### config.mk
export PLATFORM = sky130hd
export DESIGN_NAME = sradl_top
export DESIGN_NICKNAME = d
export VERILOG_FILES = /design/src/common/sradl_pkg.sv /design/src/hw/sradl_sync.sv /design/src/hw/sradl_top.sv
export VERILOG_INCLUDE_DIRS = /design/src /design/src/common
export SDC_FILE = /design/constraint.sdc
export NUM_CORES = 1
export LEC_CHECK = 0
export BUFFER_PORTS_ARGS = -buffer_cell sky130_fd_sc_hd__buf_2
export CORE_AREA = 2 2 88 90
export DETAILED_ROUTE_END_ITERATION = 8
export DIE_AREA = 0 0 90 92
export GPL_ROUTABILITY_DRIVEN = 1
export PLACE_DENSITY = 0.69
export SLEW_MARGIN = 20
export SYNTH_ARGS = -nofsm -noshare
export SYNTH_HDL_FRONTEND = slang
export SYNTH_SLANG_ARGS = --single-unit
### constraint.sdc
create_clock -name i_core_clk -period 1.49 [get_ports i_core_clk]
set_clock_uncertainty 0.1 [all_clocks]
set_input_delay 0.0745 -clock i_core_clk [delete_from_list [all_inputs] [get_ports i_core_clk]]
set_output_delay 0.0745 -clock i_core_clk [all_outputs]
set_load 0.005 [all_outputs]
### src/common/sradl_consts.svh
`ifndef SRADL_CONSTS_SVH
`define SRADL_CONSTS_SVH
`define SRADL_BUS_W       8
`define SRADL_ADDR_W      20
`define SRADL_LOW_W       4
`define SRADL_MEM_BYTES   20'h40000
`define SRADL_CARD_BIT    17
`define SRADL_ROW_LSB     14
`define SRADL_ROW_N       4
`define SRADL_COL_LSB     12
`define SRADL_COL_N       4
`define SRADL_HIGH_RST    8'h00
`define SRADL_MED_RST     8'h00
`define SRADL_SYNC_RST    3'h0
`endif

### src/common/sradl_pkg.sv
`default_nettype none
package sradl_pkg;
   typedef enum logic [1:0] {
      SRADL_IDLE,
      SRADL_READ,
      SRADL_WRITE
   } sradl_access_t;
   typedef logic [19:0] sradl_addr_t;
endpackage : sradl_pkg
`default_nettype wire

### src/hw/sradl_sync.sv
`timescale 1ns/1ps
`default_nettype none
`include "sradl_consts.svh"
module sradl_sync (
   input  wire logic i_core_clk,
   input  wire logic i_reset_n,
   input  wire logic i_async,
   output var  logic o_level,
   output var  logic o_rise
);
   logic [2:0] sync_reg;
   logic [2:0] sync_next;
   logic       level_reg;
   logic       level_next;
   logic       rise_reg;
   logic       rise_next;
   // ------------------------------------------------------------
   // Three stages, change counts when stages two and three agree
   // ------------------------------------------------------------
   always_comb begin
      sync_next  = {sync_reg[1:0], i_async};
      level_next = level_reg;
      rise_next  = 1'b0;
      if (sync_reg[1] == sync_reg[2]) begin
         level_next = sync_reg[2];
         rise_next  = sync_reg[2] & ~level_reg;
      end
   end
   always_ff @(posedge i_core_clk) begin
      if (!i_reset_n) begin
         sync_reg  <= `SRADL_SYNC_RST;
         level_reg <= 1'b0;
         rise_reg  <= 1'b0;
      end else begin
         sync_reg  <= sync_next;
         level_reg <= level_next;
         rise_reg  <= rise_next;
      end
   end
   assign o_level = level_reg;
   assign o_rise  = rise_reg;
endmodule : sradl_sync
`default_nettype wire

### src/hw/sradl_top.sv
// Overview of operation
// - Twenty-bit memory address built from transfers over the eight-bit bus.
// - High-address strobe latches the bus byte as the top address portion.
// - Medium-address strobe latches the bus byte as the middle address portion.
// - Low address portion is never latched; taken live from the bus.
// - Decode table turns the address into selects, chip and write enables.
// - Card enable only inside memory range; it gates buffer and row decoder.
// - Row and column decoders flag devices when valid address is present.
// - Column selects drive output enables; row selects are chip enables.
// - Memory data reaches the bus only while the data strobe is active.
// - 256 Kbytes shown as two virtual cards, zero and one.
// - Phrase length includes leading and trailing silence; stored data, not logic.
`timescale 1ns/1ps
`default_nettype none
`include "sradl_consts.svh"
module sradl_top
   import sradl_pkg::*;
(
   input  wire logic                        i_core_clk,
   input  wire logic                        i_reset_n,
   input  wire logic [`SRADL_BUS_W-1:0]     i_bus_data,
   input  wire logic                        i_load_high,
   input  wire logic                        i_load_medium,
   input  wire logic                        i_data_select,
   input  wire logic                        i_write,
   input  wire logic [`SRADL_BUS_W-1:0]     i_mem_data,
   output var  logic [`SRADL_BUS_W-1:0]     o_bus_data,
   output var  logic                        o_bus_data_oe,
   output var  logic [`SRADL_ADDR_W-1:0]    o_mem_addr,
   output var  logic                        o_card_enable,
   output var  logic                        o_virtual_card,
   output var  logic [`SRADL_ROW_N-1:0]     o_row_ce_n,
   output var  logic [`SRADL_COL_N-1:0]     o_col_oe_n,
   output var  logic [`SRADL_ROW_N-1:0]     o_row_we_n
);
   // ------------------------------------------------------------
   // Pin synchronisers
   // ------------------------------------------------------------
   logic high_rise;
   logic med_rise;
   logic strobe_lvl;
   logic [`SRADL_BUS_W-1:0] bus_s0_reg;
   logic [`SRADL_BUS_W-1:0] bus_s1d_reg;
   logic [`SRADL_BUS_W-1:0] bus_s2_reg;
   logic [`SRADL_BUS_W-1:0] bus_data_reg;
   logic [`SRADL_BUS_W-1:0] bus_data_next;
   logic                    wr_s0_reg;
   logic                    wr_s1_reg;
   logic                    wr_s2_reg;
   logic                    wr_reg;
   logic                    wr_next;

   sradl_sync u_high (
      .i_core_clk (i_core_clk),
      .i_reset_n  (i_reset_n),
      .i_async    (i_load_high),
      .o_level    (),
      .o_rise     (high_rise)
   );
   sradl_sync u_med (
      .i_core_clk (i_core_clk),
      .i_reset_n  (i_reset_n),
      .i_async    (i_load_medium),
      .o_level    (),
      .o_rise     (med_rise)
   );
   sradl_sync u_strobe (
      .i_core_clk (i_core_clk),
      .i_reset_n  (i_reset_n),
      .i_async    (i_data_select),
      .o_level    (strobe_lvl),
      .o_rise     ()
   );

   // Bus word accepted only when stages two and three agree
   always_comb begin
      bus_data_next = (bus_s1d_reg == bus_s2_reg) ? bus_s2_reg : bus_data_reg;
      wr_next       = (wr_s1_reg == wr_s2_reg) ? wr_s2_reg : wr_reg;
   end
   always_ff @(posedge i_core_clk) begin
      if (!i_reset_n) begin
         bus_s0_reg   <= '0;
         bus_s1d_reg  <= '0;
         bus_s2_reg   <= '0;
         bus_data_reg <= '0;
         wr_s0_reg    <= 1'b0;
         wr_s1_reg    <= 1'b0;
         wr_s2_reg    <= 1'b0;
         wr_reg       <= 1'b0;
      end else begin
         bus_s0_reg   <= i_bus_data;
         bus_s1d_reg  <= bus_s0_reg;
         bus_s2_reg   <= bus_s1d_reg;
         bus_data_reg <= bus_data_next;
         wr_s0_reg    <= i_write;
         wr_s1_reg    <= wr_s0_reg;
         wr_s2_reg    <= wr_s1_reg;
         wr_reg       <= wr_next;
      end
   end

   // ------------------------------------------------------------
   // Address latches
   // ------------------------------------------------------------
   logic [`SRADL_BUS_W-1:0] high_reg;
   logic [`SRADL_BUS_W-1:0] high_next;
   logic [`SRADL_BUS_W-1:0] med_reg;
   logic [`SRADL_BUS_W-1:0] med_next;
   sradl_addr_t             addr;

   always_comb begin
      high_next = high_reg;
      med_next  = med_reg;
      if (high_rise) begin
         high_next = bus_data_reg;
      end
      if (med_rise) begin
         med_next = bus_data_reg;
      end
   end
   always_ff @(posedge i_core_clk) begin
      if (!i_reset_n) begin
         high_reg <= `SRADL_HIGH_RST;
         med_reg  <= `SRADL_MED_RST;
      end else begin
         high_reg <= high_next;
         med_reg  <= med_next;
      end
   end

   // live low portion
   // Only the high byte's low nibble fits the twenty-bit word
   assign addr = {high_reg[`SRADL_LOW_W-1:0], med_reg, bus_data_reg};

   // ------------------------------------------------------------
   // Decode
   // ------------------------------------------------------------
   sradl_access_t           acc;
   logic                    in_range;
   logic [1:0]              row_idx;
   logic [1:0]              col_idx;
   logic [`SRADL_ROW_N-1:0] row_sel;
   logic [`SRADL_COL_N-1:0] col_sel;

   always_comb begin
      acc      = SRADL_IDLE;
      in_range = (addr < `SRADL_MEM_BYTES);
      row_idx  = addr[`SRADL_ROW_LSB+1:`SRADL_ROW_LSB];
      col_idx  = addr[`SRADL_COL_LSB+1:`SRADL_COL_LSB];
      if (strobe_lvl && in_range) begin
         acc = wr_reg ? SRADL_WRITE : SRADL_READ;
      end
   end

   genvar g;
   generate
      for (g = 0; g < `SRADL_ROW_N; g++) begin : g_sel
         assign row_sel[g] = in_range && (row_idx == 2'(g));
         assign col_sel[g] = in_range && (col_idx == 2'(g));
      end
   endgenerate

   // ------------------------------------------------------------
   // Output registers
   // ------------------------------------------------------------
   logic [`SRADL_BUS_W-1:0]  data_out_next;
   logic                     data_oe_next;
   logic [`SRADL_ROW_N-1:0]  row_ce_n_next;
   logic [`SRADL_COL_N-1:0]  col_oe_n_next;
   logic [`SRADL_ROW_N-1:0]  row_we_n_next;

   always_comb begin
      row_ce_n_next = '1;
      col_oe_n_next = '1;
      row_we_n_next = '1;
      data_oe_next  = 1'b0;
      data_out_next = o_bus_data;
      unique case (acc)
         SRADL_IDLE: begin
            data_out_next = o_bus_data;
         end
         SRADL_READ: begin
            // row as chip enable, column as output enable
            row_ce_n_next = ~row_sel;
            col_oe_n_next = ~col_sel;
            data_oe_next  = 1'b1;
            data_out_next = i_mem_data;
         end
         SRADL_WRITE: begin
            row_ce_n_next = ~row_sel;
            row_we_n_next = ~row_sel;
         end
      endcase
   end

   always_ff @(posedge i_core_clk) begin
      if (!i_reset_n) begin
         o_mem_addr     <= '0;
         o_card_enable  <= 1'b0;
         o_virtual_card <= 1'b0;
         o_row_ce_n     <= '1;
         o_col_oe_n     <= '1;
         o_row_we_n     <= '1;
         o_bus_data_oe  <= 1'b0;
         o_bus_data     <= '0;
      end else begin
         o_mem_addr     <= addr;
         o_card_enable  <= in_range;
         o_virtual_card <= addr[`SRADL_CARD_BIT];
         o_row_ce_n     <= row_ce_n_next;
         o_col_oe_n     <= col_oe_n_next;
         o_row_we_n     <= row_we_n_next;
         o_bus_data_oe  <= data_oe_next;
         o_bus_data     <= data_out_next;
      end
   end
endmodule : sradl_top
`default_nettype wire

# Word-level counts from Yosys, hierarchy flattened
# Cells that the tools add are included.
dict set report op_classes {
  n_eq_ne 13
  bitwise 6
  magnitude_cmp 1
  mux 3
  n_reduce_logical 17
}
# op n
set ops {}
lappend ops {{20-bit by 19-bit less-than comparator with 1-bit output (second input constant)} 1}
lappend ops {{2-bit == test (second input constant)} 5}
lappend ops {{2-bit AND reduction} 5}
lappend ops {{1-bit logical AND} 9}
lappend ops {{8-bit == test} 1}
lappend ops {{4-bit inverter} 2}
lappend ops {{2-bit by 1-bit == test with 1-bit output (second input constant)} 3}
lappend ops {{1-bit == test} 4}
lappend ops {{2-bit logical NOT} 2}
lappend ops {{2-bit two-way mux} 2}
lappend ops {{1-bit bitwise AND} 2}
lappend ops {{1-bit inverter} 2}
lappend ops {{2-bit OR reduction} 1}
lappend ops {{1-bit two-way mux} 1}
dict set report word_totals {
  wordCells 66
  ff_bits 105
  inputBits 22
  out_inout_bits 43
}

# Longest topological paths before layout
# Gate-level depths: netlist of the first run.
dict set report depth {
  ltp_word 6
  ltp_mapped 5
  depth_no_buf 4
}

# By module
# A second synthesis of the first run with hierarchy kept.
dict set report hier_totals {
  cells_unflattened 298
  area_unflattened_um2 3308.2
}
# module n_inst seq_area_each_um2 cells_each area_per_inst_um2
set modules_own_cells {}
lappend modules_own_cells {sradl_top 1 1801.7 262 2861.5}
lappend modules_own_cells {sradl_sync 3 100.1 12 148.9}

# Least setup slack after synthesis of the first run
# Ideal clock, no wire load.
dict set report synth_timing {
  path_kind {register -> register}
  start {reg wr_reg}
  end {reg o_col_oe_n[0]}
  path_buffers 0
  path_stages_with_launch 4
  setup_ps 127
  required_ps 1263
  synth_period_minus_slack_ps 1404
  path_slack_ps 86
  arrival_time_ps 1177
  cell_sequence {dfxtp_1 -> nor4b_4 -> nand2_2 -> or3_1}
}
dict set report synth_via {
  elab_chain_len 4
}
# item line
set synth_lines {}
lappend synth_lines {{start: declaration} sradl_top.sv:50} ;# logic wr_reg;
lappend synth_lines {{start signal: assignment} sradl_top.sv:98} ;# wr_reg <= wr_next;
lappend synth_lines {{2-bit two-way mux} sradl_top.sv:151} ;# acc = wr_reg ? SRADL_WRITE : SRADL_READ;
lappend synth_lines {{2-bit two-way mux} sradl_top.sv:150} ;# if (strobe_lvl && in_range) begin
lappend synth_lines {{2-bit by 1-bit == test with 1-bit output} sradl_top.sv:178} ;# unique case (acc)
lappend synth_lines {{2-bit AND reduction (no line)} -}
lappend synth_lines {{end signal: assignment} sradl_top.sv:211} ;# o_col_oe_n <= col_oe_n_next;
lappend synth_lines {{end: declaration} sradl_top.sv:33} ;# output var logic [`SRADL_COL_N-1:0] o_col_oe_n,
# No other way between the ends.
# A chain may end at the register's enable or synchronous reset.

# Final worst setup path of the first run
dict set report layout_timing {
  start {in i_reset_n}
  end {reg o_row_ce_n[0]}
}
dict set report layout_via {
  elab_chain_len 1
}
# item line
set layout_lines {}
lappend layout_lines {{start: declaration} sradl_top.sv:20} ;# input wire logic i_reset_n,
lappend layout_lines {{2-bit AND reduction (no line)} -}
lappend layout_lines {{end signal: assignment} sradl_top.sv:210} ;# o_row_ce_n <= row_ce_n_next;
lappend layout_lines {{end: declaration} sradl_top.sv:32} ;# output var logic [`SRADL_ROW_N-1:0] o_row_ce_n,
# No other way between the ends.

==> impl_metrics.toml, run 1 <==
[outcome]
run_status = "complete, no violations"

[drt]
drc = 0
wl_mm = 5.23
first_pass_iters = 4
antenna_left = 0
vias_per_cell = 4.35
vias = 2115
drt_iter0_markers = 77
wl_per_cell_um = 10.8

[sta]
hold_viol = 0
fin_crit_ns = 1.39
worstMarginPinSlew_ns = 0.456
setup_violations = 0
finalCritPeriodShare_pct = 93.1
fmax_mhz = 721
final.setup.tns_ns = 0
slew_headroom_pct = 69.6
setup_slack_ns = 0.102
slew_violations = 0
rsz0062_at_grt = "no"

[min_path]
min_from = "bus_s0_reg[7]"
hold_class = "register to register"

[yosys]
ys_async_sr_fraction_pct = 0
avgSynthCellArea_um2 = 11.0
yosys.area.top_type_share_pct = 64.1
ys_ff_latch = 104
synthMuxAreaShare_pct = 3.70
synth_nets = 317
synth_cell_types = 26
yosysMostFrequentCell = "dfxtp_1"
netlist_instances = 295
synth_compound_area_share_pct = 6.47
synth_edf_count = 0
synth.area.top_cells = "dfxtp_1, and2_1, nand2_1"
yosys_warnings = 0
synth_xor_area_share_pct = 2.16
dominantRegCellSynth = "dfxtp_1"
synth_top_family_by_area = "simple AND/OR/NAND/NOR gates"
synthSimpleGateAreaFrac_pct = 21.3
yosysTopAreaCell = "dfxtp_1"
synthAdderAreaFrac_pct = 0
synth_area_mm2 = 0.00325
synth_common_cells = "dfxtp_1, and2_1, nand2_1"
synth-seq-area-share_pct = 64.1

[setup_path]
worstSetupStartpoint = "i_reset_n"
timing.rr.end = "o_bus_data[1]"
worst-r2r-cell-count = 3
critPathBufInv = 2
timing.rr.start = "high_reg[3]"
critPathMaxStageDelay_ns = 0.51
worst_path_max_delay_cell = "dlygate4sd3_1"
cp_top_family = "simple AND/OR/NAND/NOR gates"
required_ns = 1.63
endpoint = "o_row_ce_n[0]"
path_class = "input port to register"
r2r_slack_ns = 0.11
end_kind = "register"
crit_path_start_kind = "input port"
cp.depth = 5
crit_fanout = 10
path_cells = "dlygate4sd3_1 > buf_2 > nor3b_1 > nand2_1 > or3_1"
cp_data_arrival_time_ns = 1.53

[die]
fp.dieH_um = 92
fp.dieW_um = 90
rows = 32
core_mm2 = 0.00745
ios = 65
dieArea_mm2 = 0.00828
initial_core_util_pct = 43.6

[placement]
io_buffers = 64
place_area_mm2 = 0.00368
dpl.hpwl_mm = 3.34
gp_routability_congestion = 0.801
dp_slack_ns = 0.00835

[global_route]
grt_antenna_before_repair = 0
grt_use_total_pct = 13.3
grt-ovfl-total = 0
grt_pass1_vias = 2030
grt_max_degree = 82
grt_pass1_wl_mm = 8.76

[cts]
cts_tree = "done"
cts_inserted_buffers = 9
numClockSinks = 104
clock_latency_ns = 0.35
cts_setup_buffers = 0
clockBufferDepth = 2
cts_root_buffer = "clkbuf_8"
h-tree-depth = 3
clk_pin_slew_worst_paths_ns = 0.09

[layout]
fin_area_mm2 = 0.00407
largest_register_ffs = 20
drive_gt1_share_pct = 22.7
regMostFlops = "o_mem_addr"
nFillCells = 676
utilization_pct = 54.7
synthToLayoutAreaGrowth_pct = 25.4
nets = 401
diodes = 0

[power_and_ir_drop]
power.density_mw_per_mm2 = 1140
leakage_uw = 0.00164
vdd_ir_drop_max_mv = 0.503

[run]
cap_violations = 0
[area by class of cell]
cell class                 instances  area (um^2)  area share (%)
multi-input combinational        173         1100            26.9
tap                              102          128            3.13
inverter                           1         3.75          0.0921
sequential                       104         2080            51.1
clock inverter                     4         28.8           0.706
timing repair buffer              90          581            14.3
clock buffer                      12          155            3.81
[metal layers]
layer	vias to the layer above	global-route usage (%)	share of wire (%)
li1	1120	-	-
met1	940	15.1	48
met2	46	22.5	47
met3	9	4.35	4.0
met4	0	6.28	1.9
met5	-	0	0
[how the worst min path moves through the flow]
stage / slack [ns] / depth (start not counted) / to
after CTS: 0.33 / 3 / bus_s0_reg[2]
after detailed placement: 0.18 / 2 / bus_s0_reg[1]
after global routing: 0.34 / 3 / bus_s0_reg[0]
final: 0.33 / 1 / bus_s1d_reg[7]
after floorplan: 0.10 / 1 / bus_s0_reg[0]
after global placement: 0.18 / 2 / bus_s0_reg[1]
[cells by family after synthesis]
group | count (synthesis)
simple gates | 121
flops | 104
mux | 12
buf+inv | 18
compound gates | 32
xor+xnor | 8
[layout by cell type (no fill, tap or decap), types with 3 or more instances in the layout]
| cell | synthesis | final |
|---|---|---|
| dfxtp_1 | 104 | 104 |
| o21ai_0 | 12 | 12 |
| a21boi_0 | 12 | 12 |
| nand2_1 | 34 | 34 |
| xnor2_1 | 8 | 8 |
| o31ai_1 | 8 | 8 |
| and2_1 | 56 | 56 |
| buf_2 | 2 | 64 |
| buf_4 | 1 | 4 |
| nor2b_1 | 13 | 13 |
| mux2i_1 | 12 | 12 |
| nand3_1 | 3 | 3 |
| dlygate4sd3_1 | 0 | 21 |
| clkbuf_8 | 0 | 11 |
[through the flow]
stage	hold slack, ns	power [uW]	std cells
6_report	0.332	4640	486
5_1_grt	0.339	4840	486
4_1_cts	0.331	4710	486
3_5_place_dp	0.183	3070	449
3_3_place_gp	0.180	3070	449
2_1_floorplan	0.102	3010	295
[power by group]
part | internal [uW] | total, uW | switching [uW]
Combinational | 115 | 204 | 88.5
Sequential | 2820 | 2840 | 19.7
Clock | 700 | 1590 | 894
Total | 3640 | 4640 | 1000
[timing repair]
| item | 4_1_cts | 5_1_grt |
|---|---|---|
| endpoints found under the hold margin | 21 | 0 |
| hold buffers | 21 | 0 |
| setup endpoints to repair | 6 | 0 |
| gates resized for setup | 1 | 0 |
Power figures use the tool's default switching activity.
==> run 2, diff against run 1 <==
- CORE_AREA: 2 2 88 90 -> 2 2 86 88
- DIE_AREA: 0 0 90 92 -> 0 0 88 90
- PLACE_DENSITY: 0.69 -> 0.72
==> impl_metrics.toml, run 2 (same netlist as run 1, synthesis figures left out) <==
[layout]
largest_register_ffs = 20
final_cell_mix = "dfxtp_1, buf_2, and2_1, nand2_1, dlygate4sd3_1"
synthToLayoutAreaGrowth_pct = 26.2
regMostFlops = "o_mem_addr"
drive_gt1_share_pct = 23.2
final_common_cell = "dfxtp_1"
diodes = 0
nets = 401

[die]
fp.dieW_um = 88
ios = 65
initial_core_util_pct = 46.3
rows = 31
dieArea_mm2 = 0.00792
core_mm2 = 0.00702
fp.dieH_um = 90

[cts]
clk_pin_slew_worst_paths_ns = 0.09
clockBufferDepth = 2
cts_inserted_buffers = 9
cts_root_buffer = "clkbuf_8"
cts_setup_buffers = 0
cts_tree = "done"
numClockSinks = 104
h-tree-depth = 3
clock_latency_ns = 0.35

[setup_path]
worst-r2r-cell-count = 3
r2r_slack_ns = 0.11
timing.rr.start = "high_reg[3]"
path_class = "register to register"
required_ns = 1.63
cp_data_arrival_time_ns = 1.52
crit_fanout = 8
timing.rr.end = "o_bus_data[3]"
end_kind = "register"
crit_path_start_kind = "register"

[power_and_ir_drop]
power.internal_uw = 3770
p_switching_uw = 1030
clockPowerShare_pct = 36.5
p_seq_share_pct = 59.2
finalPower_uw = 4800
leakage_uw = 0.00166
sw_frac_of_total_pct = 21.5
power.density_mw_per_mm2 = 1170
vdd_ir_drop_max_mv = 0.640
p_comb_share_pct = 4.2

[drt]
drt_iter0_markers = 112
antenna_left = 0
drc = 0
vias_per_cell = 4.32
first_pass_iters = 4
vias = 2086
wl_mm = 5.06
wl_per_cell_um = 10.5

[sta]
hold_ws_ns = 0.339
worstMarginPinSlew_ns = 0.451
slew_violations = 0
slew_headroom_pct = 69.9
rsz0062_at_grt = "no"
hold_viol = 0
setup_violations = 0
finalCritPeriodShare_pct = 92.4
final.setup.tns_ns = 0
fin_crit_ns = 1.38
fmax_mhz = 726

[placement]
dpl.hpwl_mm = 3.18
gp_routability_congestion = 0.753
io_buffers = 64

[run]
cap_violations = 0

[global_route]
grt_pass1_wl_mm = 8.42
grt-ovfl-total = 0
grt_use_total_pct = 13.6
grt_antenna_before_repair = 0
grt_pass1_vias = 1928
grt_max_degree = 82

[outcome]
run_status = "complete, no violations"

[min_path]
holdPathStages = 1
min_from = "u_med.sync_reg[0]"
hold_class = "register to register"
hold-path-endpoint = "u_med.sync_reg[1]"
## run 2: changes by cell type in the layout (fill, tap and decap cells not counted)
| cell | previous run | this run |
|---|---|---|
| clkbuf_8 | 11 | 10 |
| nor3b_2 | 0 | 1 |
| clkinv_4 | 1 | 3 |
| clkinvlp_4 | 2 | 1 |
| clkbuf_1 | 1 | 0 |
| nor3b_1 | 1 | 0 |
| bufinv_16 | 0 | 1 |
## run 2: how the worst max path moves through the flow
stage	to	slack [ns]	start	cells past startpoint
final	o_bus_data[3]	0.11	high_reg[3]	3
after global routing	o_bus_data[0]	0.04	high_reg[3]	4
after CTS	o_bus_data[4]	0.02	high_reg[3]	3
after detailed placement	o_bus_data[0]	0.03	high_reg[3]	3
after global placement	o_bus_data[6]	0.06	high_reg[3]	3
after floorplan	o_col_oe_n[0]	0.09	wr_reg	3
## run 2: final cells by class
type | count | area [um^2]
timing repair buffer | 90 | 581
sequential | 104 | 2080
fill | 583 | 2920
inverter | 1 | 3.75
multi-input combinational | 173 | 1100
clock inverter | 6 | 68.8
tap | 99 | 124
clock buffer | 10 | 138
## run 2: through the flow
| stage | setup WS, ns | instance area, um^2 | utilization (%) | cells |
|---|---|---|---|---|
| floorplan | 0.0863 | 3250 | - | 295 |
| global placement | 0.0596 | 3670 | 52.3 | 446 |
| global route | 0.0408 | 4100 | 58.4 | 483 |
| finish | 0.113 | 4100 | 58.4 | 483 |
| CTS | 0.0155 | 4090 | 58.2 | 483 |
| detailed placement | 0.0277 | 3670 | 52.3 | 446 |
## run 2: repair_timing
| item | CTS | global route |
|---|---|---|
| setup endpoints to repair | 0 | 9 |
| endpoints found under the hold margin | 21 | 0 |
| hold buffers | 21 | 0 |
| resized for setup | 0 | 2 |
## run 2: metal layers
metal,wire length (um),part of all wire [%],track usage [%],vias up
met5,0,0,0,-
li1,-,-,-,1121
met4,94,1.9,6.54,0
met1,2440,48,16.0,914
met3,226,4.5,4.22,7
met2,2290,45,22.2,44
## run 2: power by group through the flow
stage	sequential (uW)	combinational, uW	clock (uW)
5_1_grt	2850	229	1900
3_3_place_gp	2910	159	0
6_report	2840	204	1750
4_1_cts	2840	204	1790
2_1_floorplan	2900	105	0
3_5_place_dp	2910	162	0
## run 2: critical path: stages, from the launching register on
cell and delay [ns]:
dfxtp_1 0.38, or4b_4 0.62, nand2_1 0.09, a21boi_0 0.07
==> run 3, diff against run 2 <==
- ABC_AREA: not set -> 1
- ABC_CLOCK_PERIOD_IN_PS: not set -> 1490
- CORE_AREA: 2 2 86 88 -> 2 2 88 90
- DIE_AREA: 0 0 88 90 -> 0 0 90 92
==> impl_metrics.toml, run 3 <==
[outcome]
run_status = "complete, no violations"

[yosys]
yosysTopAreaCell = "dfxtp_1"
ys_ff_latch = 104
yosysMostFrequentCell = "dfxtp_1"
synth_cell_types = 22
dominantRegCellSynth = "dfxtp_1"
netlist_instances = 415
synth_edf_count = 0
synth_nets = 437
ys_async_sr_fraction_pct = 0
avgSynthCellArea_um2 = 8.28
yosys.area.top_type_share_pct = 60.6
synth_area_mm2 = 0.00343
yosys_warnings = 0
synth.area.top_cells = "dfxtp_1, inv_1, nand2_1"
synth-seq-area-share_pct = 60.6
synth_common_cells = "dfxtp_1, inv_1, nand2_1"

[layout]
final_cell_mix = "dfxtp_1, inv_1, nand2_1, buf_2, nor2_1"
synthToLayoutAreaGrowth_pct = 24.4
drive_gt1_share_pct = 19.1
nFillCells = 691
regMostFlops = "o_mem_addr"
nets = 526
largest_register_ffs = 20
final_common_cell = "dfxtp_1"
fin_area_mm2 = 0.00427
diodes = 0

[cts]
cts_tree = "done"
clk_pin_slew_worst_paths_ns = 0.09
h-tree-depth = 3
clockBufferDepth = 2
cts_root_buffer = "clkbuf_8"
clock_latency_ns = 0.36
numClockSinks = 104
cts_inserted_buffers = 9

[global_route]
grt-ovfl-total = 0
grt_max_degree = 39
grt_pass1_vias = 2189
grt_pass1_wl_mm = 9.51
grt_use_total_pct = 14.2
grt_antenna_before_repair = 0

[run]
cap_violations = 0

[drt]
vias_per_cell = 4.19
antenna_left = 0
wl_per_cell_um = 9.03
vias = 2561
drc = 0
drt_iter0_markers = 70
first_pass_iters = 4
wl_mm = 5.52

[power_and_ir_drop]
power.internal_uw = 3860
sw_frac_of_total_pct = 23.2
p_comb_share_pct = 6.5
leakage_uw = 0.00236
vdd_ir_drop_max_mv = 0.465
p_seq_share_pct = 57.9
clockPowerShare_pct = 35.5
power.density_mw_per_mm2 = 1180
p_switching_uw = 1170

[sta]
slew_violations = 0
worstMarginPinSlew_ns = 0.378
hold_ws_ns = 0.315
slew_headroom_pct = 74.8
hold_viol = 0
setup_slack_ns = 0.188
rsz0062_at_grt = "no"
final.setup.tns_ns = 0
fin_crit_ns = 1.30
setup_violations = 0
fmax_mhz = 768
finalCritPeriodShare_pct = 87.4

[die]
fp.dieH_um = 92
ios = 65
core_mm2 = 0.00745
fp.dieW_um = 90
initial_core_util_pct = 46.1
rows = 32
dieArea_mm2 = 0.00828

[placement]
place_area_mm2 = 0.00385
dpl.hpwl_mm = 3.74
gp_routability_congestion = 0.790
io_buffers = 64
dp_slack_ns = 0.171

[setup_path]
critPathBufInv = 0
worst-r2r-cell-count = 6
crit_fanout = 8
path_class = "register to register"
critPathMaxStageDelay_ns = 0.41
path_cells = "xnor2_1 > nand2_1 > nor2_2 > nand3_1 > nand2_1 > nor2_1"
cp_top_family = "simple AND/OR/NAND/NOR gates"
worst_path_max_delay_cell = "dfxtp_1"
cp_data_arrival_time_ns = 1.46
cp.depth = 6
crit_path_start_kind = "register"
crit_top_cell = "nand2_1"
required_ns = 1.65
end_kind = "register"

[min_path]
holdPathStages = 2
hold_class = "register to register"
## run 3: power by group through the flow
stage	Combinational [uW]	Sequential [uW]	Clock [uW]
floorplan	206	2970	0
global placement	279	2970	0
detailed placement	287	2980	0
CTS	330	2910	1840
global route	380	2920	1960
finish	329	2910	1790
## run 3: what timing repair did
| item | in CTS | in global routing |
|---|---|---|
| setup buffers | 0 | 0 |
| resized for setup | 0 | 1 |
| hold buffers | 21 | 0 |
| hold endpoints to repair | 21 | 0 |
| setup endpoints to repair | 0 | 6 |
## run 3: cell type report
cell class                      count  area, um^2  area share, %
Sequential cell                   104        2080           48.7
Multi-Input combinational cell    201         923           21.6
Timing Repair Buffer               88         553           12.9
Inverter                          100         375           8.78
Clock buffer                       10         138           3.22
Tap cell                          102         128           2.99
Clock inverter                      6        75.1           1.76
## run 3: path summary, 6_finish.rpt
| path | start | to | slack (ns) |
|---|---|---|---|
| max | bus_s1d_reg[0] | bus_data_reg[0] | 0.19 |
| min | bus_s0_reg[4] | bus_s1d_reg[4] | 0.31 |
| max reg2reg | bus_s1d_reg[0] | bus_data_reg[0] | 0.19 |
| min reg2reg | bus_s0_reg[4] | bus_s1d_reg[4] | 0.31 |
## run 3: logic make-up (layout without fill, tap and decap cells)
group | Yosys count | count (layout) | share of synthesized area, %
AOI/OAI and AO/OA | 32 | 32 | 4.95
xor gates and xnor gates | 4 | 4 | 1.02
buffers and inverters | 110 | 204 | 12.6
DFF | 104 | 104 | 60.6
and+or+nand+nor | 165 | 165 | 20.8
## run 3: routing by layer
metal	share of wire [%]	vias up	GRT usage [%]
li1	-	1392	-
met1	47	1092	16.9
met2	45	64	23.7
met3	5.0	13	3.45
met4	2.5	0	8.08
met5	0	-	0
## run 3: worst register-to-register path, delay by kind of cell (launching register included)
| kind | cells | cell delay (ns) |
|---|---|---|
| XOR/XNOR | 1 | 0.14 |
| AND/OR/NAND/NOR | 5 | 0.57 |
| flip-flops | 1 | 0.41 |
## run 3: metrics by stage
stage / power (uW) / cells / utilization (%)
after floorplan: 3170 / 415 / -
final: 5030 / 611 / 57.4
after CTS: 5080 / 611 / 57.3
after detailed placement: 3260 / 574 / 51.6
after global routing: 5270 / 611 / 57.4
after global placement: 3250 / 574 / 51.6
